## src/hw/tcs_defs.svh

```systemverilog
/*
 * Pointer addresses, bit positions, reset values and timing figures
 * of the temperature conversion sequencer. Included by bare name.
 */
`ifndef TCS_DEFS_SVH
`define TCS_DEFS_SVH
`define TCS_PTR_STATUS 8'h08
`define TCS_PTR_CFG1 8'h09
`define TCS_PTR_CFG2 8'h0A
`define TCS_PTR_RATE 8'h0B
`define TCS_PTR_ONESHOT 8'h0F
`define TCS_BUSY_BIT 7
`define TCS_SHUT_BIT 6
`define TCS_RANGE_BIT 2
`define TCS_RC_BIT 2
`define TCS_LOCAL_BIT 3
`define TCS_EXT1_BIT 4
`define TCS_EXT2_BIT 5
`define TCS_EXT3_BIT 6
`define TCS_CFG1_RST 8'h00
`define TCS_CFG1_MASK 8'h44
`define TCS_CFG2_RST_1 8'h1C
`define TCS_CFG2_RST_2 8'h3C
`define TCS_CFG2_RST_3 8'h7C
`define TCS_RATE_RST 8'h07
`define TCS_RATE_MASK 8'h07
`define TCS_CLK_MHZ 125
`define TCS_US_PER_MS 1000
`define TCS_START_FAST_US 100
`define TCS_START_SLOW_US 1000
`define TCS_LOCAL_CONV_MS 16
`define TCS_EXT_CONV_MS 32
`define TCS_IDLE_MAX_MS 16000
`define TCS_NO_CHAN 3'h4
`endif

```

## src/hw/tcs_pkg.sv

```systemverilog
/*
 * Types of the temperature conversion sequencer.
 * Assumes nothing beyond a SystemVerilog compiler.
 */
package tcs_pkg;
	typedef enum logic [2:0] {
		ST_BOOT = 3'h0,
		ST_BOOT_WAIT = 3'h1,
		ST_PICK = 3'h2,
		ST_CONV = 3'h3,
		ST_IDLE = 3'h4,
		ST_SHUT = 3'h5
	} tcs_state_e;
	typedef logic [2:0] tcs_chan_t;
endpackage

```

## src/hw/tcs_regs.sv

```systemverilog
/*
 * Pointer-addressed registers: status, two configuration registers,
 * conversion rate, and the one-shot strobe. Access arrives already
 * decoded from the two-wire serial front end.
 */
`timescale 1ns/1ns
`include "tcs_defs.svh"
module tcs_regs #(
	parameter int NUM_EXT = 3
) (
	input wire logic clk,
	input wire logic resetn,
	input wire logic [7:0] reg_ptr,
	input wire logic reg_wr,
	input wire logic [7:0] reg_wdata,
	input wire logic reg_rd,
	input wire logic busy,
	output logic [7:0] reg_rdata,
	output logic [7:0] cfg1,
	output logic [7:0] cfg2,
	output logic [7:0] rate,
	output logic oneshot_wr
);
	// Enables the variant has, which is also its reset value
	function automatic logic [7:0] cfg2_full(input int n);
		unique case (n)
			1: return `TCS_CFG2_RST_1;
			2: return `TCS_CFG2_RST_2;
			default: return `TCS_CFG2_RST_3;
		endcase
	endfunction

	localparam logic [7:0] CFG2_MASK = cfg2_full(NUM_EXT);

	assign oneshot_wr = reg_wr && reg_ptr == `TCS_PTR_ONESHOT;

	// status takes no writes; reserved bits stay 0
	always_ff @(posedge clk or negedge resetn) begin
		if (!resetn) begin
			cfg1 <= `TCS_CFG1_RST;
			cfg2 <= CFG2_MASK;
			rate <= `TCS_RATE_RST;
		end else if (reg_wr) begin
			if (reg_ptr == `TCS_PTR_CFG1)
				cfg1 <= reg_wdata & `TCS_CFG1_MASK;
			if (reg_ptr == `TCS_PTR_CFG2)
				cfg2 <= reg_wdata & CFG2_MASK;
			if (reg_ptr == `TCS_PTR_RATE)
				rate <= reg_wdata & `TCS_RATE_MASK;
		end
	end

	// status holds busy in D7 only
	always_ff @(posedge clk or negedge resetn) begin
		if (!resetn) begin
			reg_rdata <= 8'h00;
		end else if (reg_rd) begin
			unique case (reg_ptr)
				`TCS_PTR_STATUS: reg_rdata <= {busy, 7'h00};
				`TCS_PTR_CFG1: reg_rdata <= cfg1;
				`TCS_PTR_CFG2: reg_rdata <= cfg2;
				`TCS_PTR_RATE: reg_rdata <= rate;
				default: reg_rdata <= 8'h00;
			endcase
		end
	end
endmodule

```

## src/hw/tcs_timer.sv

```systemverilog
/*
 * Cycle countdown timer; done pulses load_val+1 cycles after load.
 * Assumes load_val of at least one.
 */
`timescale 1ns/1ns
module tcs_timer #(
	parameter int W = 32
) (
	input wire logic clk,
	input wire logic resetn,
	input wire logic load,
	input wire logic [W-1:0] load_val,
	output logic done
);
	logic [W-1:0] cnt;
	logic running;

	always_ff @(posedge clk or negedge resetn) begin
		if (!resetn) begin
			cnt <= '0;
			running <= 1'b0;
			done <= 1'b0;
		end else begin
			done <= 1'b0;
			if (load) begin
				cnt <= load_val;
				running <= 1'b1;
			end else if (running) begin
				cnt <= cnt - 1'b1;
				if (cnt == {{(W-1){1'b0}}, 1'b1}) begin
					running <= 1'b0;
					done <= 1'b1;
				end
			end
		end
	end
endmodule

```

## src/hw/tcs_top.sv

```systemverilog
/*
 * Conversion sequencer of a multi-channel temperature monitor:
 * registers, channel walk, idle delay, shutdown and one-shot.
 * Assumes a serial front end that presents decoded pointer accesses
 * synchronous to clk, and an analog converter that follows
 * conv_active and conv_chan.
 */
// Operation
// - Status register at pointer 08h is read-only; writes ignored.
// - Status D7 reads 1 during conversion, other bits read 0.
// - Busy rises within 100us after power-up, about 1ms on dual.
// - Configuration register 1 at 09h is writable and readable.
// - Shutdown bit 0 means continuous conversion at programmed rate.
// - Setting shutdown finishes current sequence, then stops converting.
// - Clearing shutdown resumes continuous conversions.
// - In shutdown, a one-shot write starts one conversion sequence.
// - Range bit 2 selects standard or extended result format.
// - Configuration register 1 resets to 00h, run and standard range.
// - Configuration register 2 at 0Ah holds channel and correction enables.
// - Bit 2 enables series resistance correction on external channels.
// - Without correction, external conversions take half as long.
// - Bit 3 enables the local channel.
// - Bit 4 enables external channel 1.
// - Bit 5 enables external channel 2 on two and three channel parts.
// - Bit 6 enables external channel 3 on three channel parts only.
// - Order is local, ext 1, 2, 3, then idle delay, then repeat.
// - Disabled channels are skipped with no conversion.
// - Rate register at 0Bh sets only idle time, not conversion time.
// - One-shot during conversion is ignored; its data not stored.
// - Register 2 resets to 1Ch, 3Ch or 7Ch by channel count.
`timescale 1ns/1ns
`include "tcs_defs.svh"
module tcs_top #(
	parameter int NUM_EXT = 3,
	parameter int CYC_PER_MS = `TCS_CLK_MHZ * `TCS_US_PER_MS,
	parameter int START_FAST_CYC = `TCS_START_FAST_US * `TCS_CLK_MHZ,
	parameter int START_SLOW_CYC = `TCS_START_SLOW_US * `TCS_CLK_MHZ,
	parameter int LOCAL_CONV_MS = `TCS_LOCAL_CONV_MS,
	parameter int EXT_CONV_MS = `TCS_EXT_CONV_MS
) (
	input wire logic clk,
	input wire logic resetn,
	input wire logic [7:0] reg_ptr,
	input wire logic reg_wr,
	input wire logic [7:0] reg_wdata,
	input wire logic reg_rd,
	output logic [7:0] reg_rdata,
	output logic busy,
	output logic conv_active,
	output logic [1:0] conv_chan,
	output logic ext_range,
	output logic series_res_corr_en,
	output logic shutdown_ctl
);
	localparam logic [31:0] LOCAL_CYC =
		32'(LOCAL_CONV_MS * CYC_PER_MS);
	localparam logic [31:0] EXT_CYC = 32'(EXT_CONV_MS * CYC_PER_MS);
	localparam logic [31:0] START_CYC =
		32'((NUM_EXT == 2) ? START_SLOW_CYC : START_FAST_CYC);

	tcs_pkg::tcs_state_e state;
	tcs_pkg::tcs_chan_t chan_ptr;
	tcs_pkg::tcs_chan_t pick;
	logic [7:0] cfg1;
	logic [7:0] cfg2;
	logic [7:0] rate;
	logic oneshot_wr;
	logic [3:0] chan_on;
	logic tmr_load;
	logic [31:0] tmr_val;
	logic tmr_done;
	logic pick_found;
	logic seq_begin;

	// First enabled channel at or after the pointer
	function automatic tcs_pkg::tcs_chan_t next_chan(
		input logic [3:0] on, input tcs_pkg::tcs_chan_t from);
		tcs_pkg::tcs_chan_t r;
		r = `TCS_NO_CHAN;
		for (int i = 3; i >= 0; i--) begin
			if (on[i] && 3'(i) >= from)
				r = 3'(i);
		end
		return r;
	endfunction

	// Conversion time of one channel
	function automatic logic [31:0] conv_cycles(
		input tcs_pkg::tcs_chan_t ch, input logic rc);
		if (ch == 3'h0)
			return LOCAL_CYC;
		else if (rc)
			return EXT_CYC;
		else
			return EXT_CYC >> 1;
	endfunction

	// Idle delay, halving with each rate code step
	function automatic logic [31:0] idle_cycles(input logic [2:0] code);
		logic [31:0] ms;
		ms = 32'(`TCS_IDLE_MAX_MS) >> code;
		return 32'(ms * 32'(CYC_PER_MS));
	endfunction

	tcs_regs #(
		.NUM_EXT(NUM_EXT)
	) u_regs (
		.clk(clk),
		.resetn(resetn),
		.reg_ptr(reg_ptr),
		.reg_wr(reg_wr),
		.reg_wdata(reg_wdata),
		.reg_rd(reg_rd),
		.busy(busy),
		.reg_rdata(reg_rdata),
		.cfg1(cfg1),
		.cfg2(cfg2),
		.rate(rate),
		.oneshot_wr(oneshot_wr)
	);

	tcs_timer #(
		.W(32)
	) u_timer (
		.clk(clk),
		.resetn(resetn),
		.load(tmr_load),
		.load_val(tmr_val),
		.done(tmr_done)
	);

	assign ext_range = cfg1[`TCS_RANGE_BIT];
	assign shutdown_ctl = cfg1[`TCS_SHUT_BIT];
	assign series_res_corr_en = cfg2[`TCS_RC_BIT];

	assign chan_on[0] = cfg2[`TCS_LOCAL_BIT];
	assign chan_on[1] = cfg2[`TCS_EXT1_BIT];
	assign chan_on[2] = cfg2[`TCS_EXT2_BIT] && NUM_EXT >= 2;
	assign chan_on[3] = cfg2[`TCS_EXT3_BIT] && NUM_EXT >= 3;

	assign pick = next_chan(chan_on, chan_ptr);
	assign pick_found = pick != `TCS_NO_CHAN;

	// Entry to the first pick of a sequence
	always_comb begin
		seq_begin = 1'b0;
		unique case (state)
			tcs_pkg::ST_BOOT_WAIT: seq_begin = tmr_done;
			tcs_pkg::ST_IDLE: seq_begin = tmr_done && !shutdown_ctl;
			tcs_pkg::ST_SHUT: seq_begin = !shutdown_ctl || oneshot_wr;
			default: seq_begin = 1'b0;
		endcase
	end

	// rate feeds only the idle load
	always_comb begin
		tmr_load = 1'b0;
		tmr_val = START_CYC;
		if (state == tcs_pkg::ST_BOOT) begin
			tmr_load = 1'b1;
		end else if (state == tcs_pkg::ST_PICK) begin
			if (pick_found) begin
				tmr_load = 1'b1;
				tmr_val = conv_cycles(pick, cfg2[`TCS_RC_BIT]);
			end else if (!shutdown_ctl) begin
				tmr_load = 1'b1;
				tmr_val = idle_cycles(rate[2:0]);
			end
		end
	end

	always_ff @(posedge clk or negedge resetn) begin
		if (!resetn) begin
			state <= tcs_pkg::ST_BOOT;
		end else begin
			unique case (state)
				tcs_pkg::ST_BOOT: state <= tcs_pkg::ST_BOOT_WAIT;
				tcs_pkg::ST_BOOT_WAIT:
					if (seq_begin)
						state <= tcs_pkg::ST_PICK;
				tcs_pkg::ST_PICK:
					if (pick_found)
						state <= tcs_pkg::ST_CONV;
					else if (shutdown_ctl)
						state <= tcs_pkg::ST_SHUT;
					else
						state <= tcs_pkg::ST_IDLE;
				tcs_pkg::ST_CONV:
					if (tmr_done)
						state <= tcs_pkg::ST_PICK;
				tcs_pkg::ST_IDLE:
					if (shutdown_ctl)
						state <= tcs_pkg::ST_SHUT;
					else if (seq_begin)
						state <= tcs_pkg::ST_PICK;
				tcs_pkg::ST_SHUT:
					if (seq_begin)
						state <= tcs_pkg::ST_PICK;
				default: state <= tcs_pkg::ST_BOOT;
			endcase
		end
	end

	// Channel pointer walks upward through a sequence
	always_ff @(posedge clk or negedge resetn) begin
		if (!resetn) begin
			chan_ptr <= 3'h0;
		end else if (seq_begin) begin
			chan_ptr <= 3'h0;
		end else if (state == tcs_pkg::ST_PICK && pick_found) begin
			chan_ptr <= pick + 3'h1;
		end
	end

	// Converter drive
	always_ff @(posedge clk or negedge resetn) begin
		if (!resetn) begin
			conv_active <= 1'b0;
			conv_chan <= 2'h0;
		end else if (state == tcs_pkg::ST_PICK && pick_found) begin
			conv_active <= 1'b1;
			conv_chan <= pick[1:0];
		end else if (state == tcs_pkg::ST_CONV && tmr_done) begin
			conv_active <= 1'b0;
		end
	end

	always_ff @(posedge clk or negedge resetn) begin
		if (!resetn) begin
			busy <= 1'b0;
		end else if (state == tcs_pkg::ST_PICK) begin
			busy <= pick_found;
		end
	end

	// Helper state for the checks below
	logic [31:0] up_cnt;
	logic boot_seen;
	logic [1:0] last_chan;
	logic in_seq;

	always_ff @(posedge clk or negedge resetn) begin
		if (!resetn) begin
			up_cnt <= 32'h0;
			boot_seen <= 1'b0;
		end else begin
			if (up_cnt != 32'hFFFFFFFF)
				up_cnt <= up_cnt + 32'h1;
			if (busy)
				boot_seen <= 1'b1;
		end
	end

	always_ff @(posedge clk or negedge resetn) begin
		if (!resetn) begin
			last_chan <= 2'h0;
			in_seq <= 1'b0;
		end else if (seq_begin) begin
			in_seq <= 1'b0;
		end else if (state == tcs_pkg::ST_PICK && pick_found) begin
			last_chan <= pick[1:0];
			in_seq <= 1'b1;
		end
	end
endmodule

```

## config.mk

```make
export PLATFORM = sky130hd
export DESIGN_NAME = tcs_top
export DESIGN_NICKNAME = d
export VERILOG_FILES = /design/src/hw/tcs_pkg.sv /design/src/hw/tcs_regs.sv /design/src/hw/tcs_timer.sv /design/src/hw/tcs_top.sv
export VERILOG_INCLUDE_DIRS = /design/src /design/src/hw
export SDC_FILE = /design/constraint.sdc
export NUM_CORES = 1
export LEC_CHECK = 0
export BUFFER_PORTS_ARGS = -buffer_cell sky130_fd_sc_hd__buf_2
export CAP_MARGIN = 20
export CORE_UTILIZATION = 55
export CTS_CLUSTER_DIAMETER = 150
export DETAILED_ROUTE_END_ITERATION = 10
export PLACE_DENSITY = 0.81
export SLEW_MARGIN = 5
export SYNTH_ARGS = -nofsm -noshare
export SYNTH_HDL_FRONTEND = slang
export SYNTH_SLANG_ARGS = --single-unit
```

## constraint.sdc

```tcl
create_clock -name clk -period 15.7 [get_ports clk]
set_input_delay 0 -clock clk [delete_from_list [all_inputs] [get_ports clk]]
set_output_delay 0 -clock clk [all_outputs]
set_load 0.1 [all_outputs]
```

==> run metrics, run 1 <==
top_reg_cell synth dfrtp_1; maximum VDD drop 0.0702 mV; Yosys top cell by area dfrtp_1; grt total ovfl 0; clk_lat worst skew 0.34 ns; Synth Cell Area 0.00660 mm2; GPL Wtd Cong 0.935; first-pass GRT wire length 28,800 um; DRC Markers 0; endpoints failing setup 0; initial DRC count 654; Post-synth EDFFs 0; I/O pins 35; NumNets Final 929; Worst-Margin Slew 1.03 ns; total power 0.000636 W; crit path kind flop to flop; CTS root buffer clkbuf_16; FMAX 0.144 GHz; Yosys top cell area share 0.205; DIE HEIGHT 112 um; skew final 0.0104 ns; TritonCTS Buffers 9; Crit path required time 15.95 ns; Yosys reg bits 62; DR pass1 iterations 6; Final Hold Fails 0; CTS tree built; CP Capture Type flop; number of max-cap violations 0; cts repair resizes 0; CP max FO 23; CTS max path bufs 2; sequential share of the synthesized area 0.237; synth warn 0; Ant. Diodes 0; DR vias/cell 6.33; Core ar. 0.0116 mm2; Die X 112 um; Slew Viols, Final 0; Max H-tree Level 3; Setup Buffers After CTS 0; Final Critical Period 6.95 ns; clock transition at the registers of the reported paths 0.06 ns; area grow syn2layout 9.40%; fin crit share 0.443; relative slew slack 0.311; GRT Total Usage 0.288; Hold Buf Count CTS 8; final WL 17,200 um; Cells after Synth 782; worst min-delay path class primary input to flop; most frequent cells after synthesis ha_1, nor2_1, inv_1; Hold Slack 0.0314 ns; post-synthesis area per instance 8.44 um2; vias after detailed routing 6,024; RSZ-0062 raised after global routing no; static leakage 3.51 nW; Mapped Nets 907; Antenna Nets Post-Route 0; crit path launch type flop; top cells by area, synth dfrtp_1, ha_1, fa_1; Critical Path AT 7.21 ns; DR WL/cell 18.1 um; power per standard cell area 88.2 mW/mm2; # rows 39; largest net degree at the start of global routing 63; Post-synth ARST share 1.00; fraction of final layout cells sized beyond drive strength 1 0.121; port bufs 33; vias in the first global route 5,951; Post-Route Setup TNS 0 ns; clock sinks 62; status completed; Post-DP HPWL 12,800 um; count of cell types in the netlist 81; die area 0.0124 mm2; Initial Util 0.571; initial antenna violation count 0; top-count cell post-synth ha_1
[metal layers]
layer | up-vias | global-route usage | share of wire | wire [um]
li1 | 2830 | - | - | -
met1 | 2916 | 0.393 | 0.45 | 7770
met5 | - | 0 | 0 | 0
met4 | 0 | 0.118 | 0.021 | 365
met3 | 40 | 0.0501 | 0.059 | 1010
met2 | 238 | 0.454 | 0.47 | 8060
[layout by cell type, fill, tap and decap left out, drive strengths merged, types with 6 or more instances in the layout]
master | synthesis | layout
o21ai | 35 | 35
o22ai | 14 | 14
nand4 | 14 | 14
nand3 | 18 | 18
nor3 | 26 | 26
mux2 | 12 | 12
nand2 | 64 | 64
nor2b | 7 | 7
dlygate4sd3 | 0 | 8
mux2i | 6 | 6
and3 | 18 | 18
nor4 | 8 | 8
xor2 | 13 | 13
dfstp | 8 | 8
a21o | 8 | 8
o21a | 8 | 8
a31oi | 13 | 13
a21oi | 52 | 52
dfrtp | 54 | 54
fa | 21 | 21
nor2 | 71 | 71
and2 | 14 | 14
xnor2 | 27 | 27
clkbuf | 19 | 11
or3 | 7 | 7
ha | 84 | 84
inv | 68 | 71
a211oi | 10 | 10
or2 | 6 | 6
buf | 15 | 37
[final timing paths]
kind / end / slack (ns) / cells past startpoint / startpoint
setup reg to reg: u_timer.cnt[19] / 8.75 / 20 / u_regs.rate[2]
min in group asynchronous: u_timer.cnt[12] / 0.34 / 3 / resetn
setup / recovery: u_timer.cnt[19] / 8.75 / 20 / u_regs.rate[2]
hold / removal: u_regs.reg_rdata[4] / 0.03 / 3 / reg_rd
hold reg to reg: conv_chan[1] / 0.48 / 2 / conv_chan[1]
max in group asynchronous: u_regs.reg_rdata[5] / 14.81 / 3 / resetn
[power breakdown]
| part | switching [W] | internal, W | leakage (nW) | total (W) |
|---|---|---|---|---|
| Clock | 0.0000807 | 0.000133 | 0.153 | 0.000214 |
| Sequential | 0.00000381 | 0.000162 | 0.780 | 0.000166 |
| Combinational | 0.000155 | 0.000101 | 2.58 | 0.000257 |
[metrics by stage]
stage	utilization	instances	worst slack [ns]	instance area, um2
2_1_floorplan	-	782	9.86	6600
3_3_place_gp	0.590	928	8.92	6820
3_5_place_dp	0.590	928	8.87	6820
4_1_cts	0.624	952	8.85	7220
5_1_grt	0.624	952	8.37	7220
6_report	0.624	952	8.75	7220
[flip-flops by register name (all words and copies together), names as in the netlist]
name              count
u_regs.cfg2           5
u_regs.reg_rdata      8
u_timer.running       1
chan_ptr              3
state                 3
u_regs.cfg1           2
u_timer.done          1
u_regs.rate           3
conv_active           1
u_timer.cnt          32
busy                  1
conv_chan             2
[layout make-up]
| class | instances | area, um2 |
|---|---|---|
| Multi-Input combinational cell | 617 | 4630 |
| Fill cell | 952 | 4350 |
| Sequential cell | 62 | 1560 |
| Timing Repair Buffer | 45 | 275 |
| Inverter | 69 | 259 |
| Clock buffer | 11 | 253 |
| Tap cell | 143 | 179 |
| Clock inverter | 5 | 63.8 |
[worst max-delay path, stage by stage, from the launching register on]
cell and delay (ns):
dfstp_2 0.84, clkinv_1 0.65, mux2i_1 0.82, ha_1 0.35, and3_1 0.18, fa_1 0.50, inv_1 0.05, fa_1 0.49
inv_1 0.05, ha_1 0.26, inv_1 0.05, fa_1 0.50, inv_1 0.05, ha_1 0.32, and3_1 0.23, a21o_1 0.19
a211oi_2 0.32, o21ai_0 0.19, xor2_1 0.40, a221oi_1 0.17, a211oi_1 0.25
[cells by family after synthesis]
kind of cell / synth area share
xor gates and xnor gates: 0.0531
DFF: 0.237
adders and majority gates: 0.223
AOI/OAI and AO/OA: 0.185
and+or+nand+nor: 0.211
muxes: 0.0296
buffers and inverters: 0.0620
No activity file was read; power rests on OpenSTA's default activity.
==> run 2, diff against run 1 <==
- ABC_AREA: unset -> 1
- PLACE_DENSITY: 0.81 -> 0.83
- clock period: 15.7 -> 6.3 ns (I/O delays scaled with it)
==> run metrics, run 2 <==
reg2reg end u_timer.cnt[25]; Ant. Diodes 0; TritonCTS Buffers 9; adder-cell area share of the yosys netlist 0.201; Yosys reg bits 62; Synth Area in XOR/XNOR 0.0347; Synth Cell Area 0.00732 mm2; grt met1 use 0.357; register area 0.00156 mm2; vias in the first global route 6,851; initial DRC count 496; CP max-delay cell dfstp_2; buffer and inverter count on the worst path 5; CTS tree built; grt met3 use 0.0647; GRT Total Usage 0.285; Largest Register u_timer.cnt; fin crit share 0.900; CP peak stage delay 0.67 ns; Post-Synth Simple-Gate Area 0.327; die area 0.0138 mm2; port bufs 33; Setup Buffers After CTS 0; R2R depth 27; NumNets Final 1,258; Multi-input gate area 0.00494 mm2; # rows 41; mux cell area share after synthesis 0.00137; sequential share of the synthesized area 0.213; met2 Use GR 0.483; largest net degree at the start of global routing 63; Antenna Nets Post-Route 0; CP max FO 11; Final Hold Fails 0; top cells by area, synth dfrtp_1, ha_1, nand2_1; Crit path required time 6.58 ns; Critical Path AT 5.95 ns; most frequent cells in the layout nand2_1, inv_1, nor2_1; Setup crit end u_timer.cnt[25]; Hold Slack 0.0168 ns; CTS max path bufs 2; RR Startpoint u_regs.rate[0]; cts repair resizes 0; most frequent cells after synthesis nand2_1, inv_1, nor2_1; filler instances 1,134; DR WL/cell 14.4 um; Top Usage Layer GRT met2; final WL 18,900 um; worst min-delay path class primary input to flop; Worst path depth 27; first-pass GRT wire length 31,900 um; Yosys top cell area share 0.185; power per standard cell area 193 mW/mm2; main combinational cell family by area after synthesis simple AND/OR/NAND/NOR gates; GPL Wtd Cong 0.929; Die X 117 um; Post-synth EDFFs 0; Yosys top cell by area dfrtp_1; Slew Viols, Final 0; top-count cell post-synth nand2_1; skew final 0.00624 ns; post-layout instance area 0.00802 mm2; FMAX 0.176 GHz; Critical Path Most Common Cell nand2_1; area grow syn2layout 9.56%; Worst-Margin Slew 0.964 ns; Post-Route Setup TNS 0 ns; number of max-cap violations 0; fraction of final layout cells sized beyond drive strength 1 0.0879; grt total ovfl 0; top flop regs u_timer.cnt (32), u_regs.reg_rdata (8), u_regs.cfg2 (5); clock sinks 62; Hold Buf Count CTS 11; clk_lat worst skew 0.34 ns; status completed; most common cell after layout, fill and taps aside nand2_1; Final Critical Period 5.67 ns; endpoints failing setup 0; Post-DP Area 0.00761 mm2; clock transition at the registers of the reported paths 0.06 ns; Crit. Startpoint u_regs.rate[0]; Core ar. 0.0128 mm2; R2R setup slack 0.63 ns; vias after detailed routing 7,121; Mapped Nets 1,217; relative slew slack 0.355; CP Capture Type flop; maximum VDD drop 0.151 mV; RSZ-0062 raised after global routing no; initial antenna violation count 0; DR pass1 iterations 5; CP top delay family adder cells; post-synthesis area per instance 6.70 um2; top_reg_cell synth dfrtp_1; Cells after Synth 1,092; Max H-tree Level 3; synth warn 0; static leakage 4.61 nW; Post-synth ARST share 1.00; Post-DP HPWL 14,700 um; count of cell types in the netlist 53; crit path launch type flop; Compound-Gate Fraction of Synth Area 0.111; Initial Util 0.573; crit path kind flop to flop; I/O pins 35; CTS root buffer clkbuf_16; DR vias/cell 5.44; DRC Markers 0; max reg flops 32; DIE HEIGHT 117 um
==> run 2: cell types whose count changed in the layout (fill, tap and decap cells not counted), moves of 12 or more <==
cell     before  now
nand2_1      64  273
inv_1        67  177
nor2_1       70  140
nand3_1      17   74
o21ai_0      32   58
and3_1       17    1
a21oi_1      52   38
and2_1       14    0
xnor2_1      27   13
mux2_2       12    0
o22ai_1      14    2
==> run 2: worst min-delay path by stage <==
stage / from / end / slack [ns] / depth (start not counted)
5_1_grt: reg_wr / u_regs.cfg1[2] / 0.07 / 3
2_1_floorplan: resetn / busy / -0.30 / 0
6_report: reg_wr / u_regs.cfg1[2] / 0.02 / 3
4_1_cts: reg_wr / u_regs.cfg1[2] / 0.01 / 3
3_3_place_gp: resetn / u_timer.cnt[23] / 0.22 / 2
3_5_place_dp: resetn / u_timer.cnt[23] / 0.21 / 2
==> run 2: cells by family (layout without fill, tap and decap cells) <==
family,count (synthesis),count (layout)
AO/OA/AOI/OAI,141,141
XOR/XNOR,29,29
buffers and inverters,203,249
AND/OR/NAND/NOR,551,551
flip-flops,62,62
adder cells (fa/ha/maj),105,105
multiplexers,1,1
==> run 2: metrics by stage <==
stage                     total power, W  utilization  worst slack, ns  instances
after detailed placement         0.00104        0.596            0.705       1283
after global routing             0.00165        0.628            0.121       1310
after floorplan                 0.000889            -            0.988       1092
after CTS                        0.00154        0.628            0.678       1310
after global placement           0.00102        0.596            0.745       1283
final                            0.00155        0.628            0.632       1310
==> run 2: final cells by class <==
cell class                 count  area share
clock buffer                  11      0.0290
tap                          172      0.0268
clock inverter                 5     0.00765
sequential                    62       0.195
inverter                     185      0.0872
multi-input combinational    827       0.616
timing repair buffer          48      0.0381
==> run 2: worst register-to-register path: stages, from the launching register on <==
cell and delay, ns:
dfstp_2 0.67, inv_2 0.18, ha_1 0.32, nand2_1 0.17, nand2_1 0.08, o21ai_0 0.12
inv_1 0.07, ha_1 0.17, or2_2 0.30, fa_1 0.48, fa_1 0.54, inv_1 0.05
fa_1 0.50, inv_1 0.04, ha_1 0.18, ha_1 0.27, ha_1 0.37, a21oi_1 0.21
inv_1 0.06, a21oi_1 0.21, nor2_1 0.06, nor2_1 0.13, nand2_1 0.06, nand2_1 0.05
nand3_1 0.08, nand2_1 0.11, nand2_1 0.05, nand2_1 0.06
==> run 2: metal layers <==
layer	up-vias	share of wire	wire length [um]
met1	3253	0.43	8090
met5	-	0	0
met2	253	0.48	9010
met4	0	0.023	430
li1	3577	-	-
met3	38	0.071	1330
==> run 2: power breakdown <==
| part | internal (W) | switching, W |
|---|---|---|
| combinational | 0.000234 | 0.000402 |
| clock | 0.000307 | 0.000193 |
| sequential | 0.000404 | 0.00000634 |
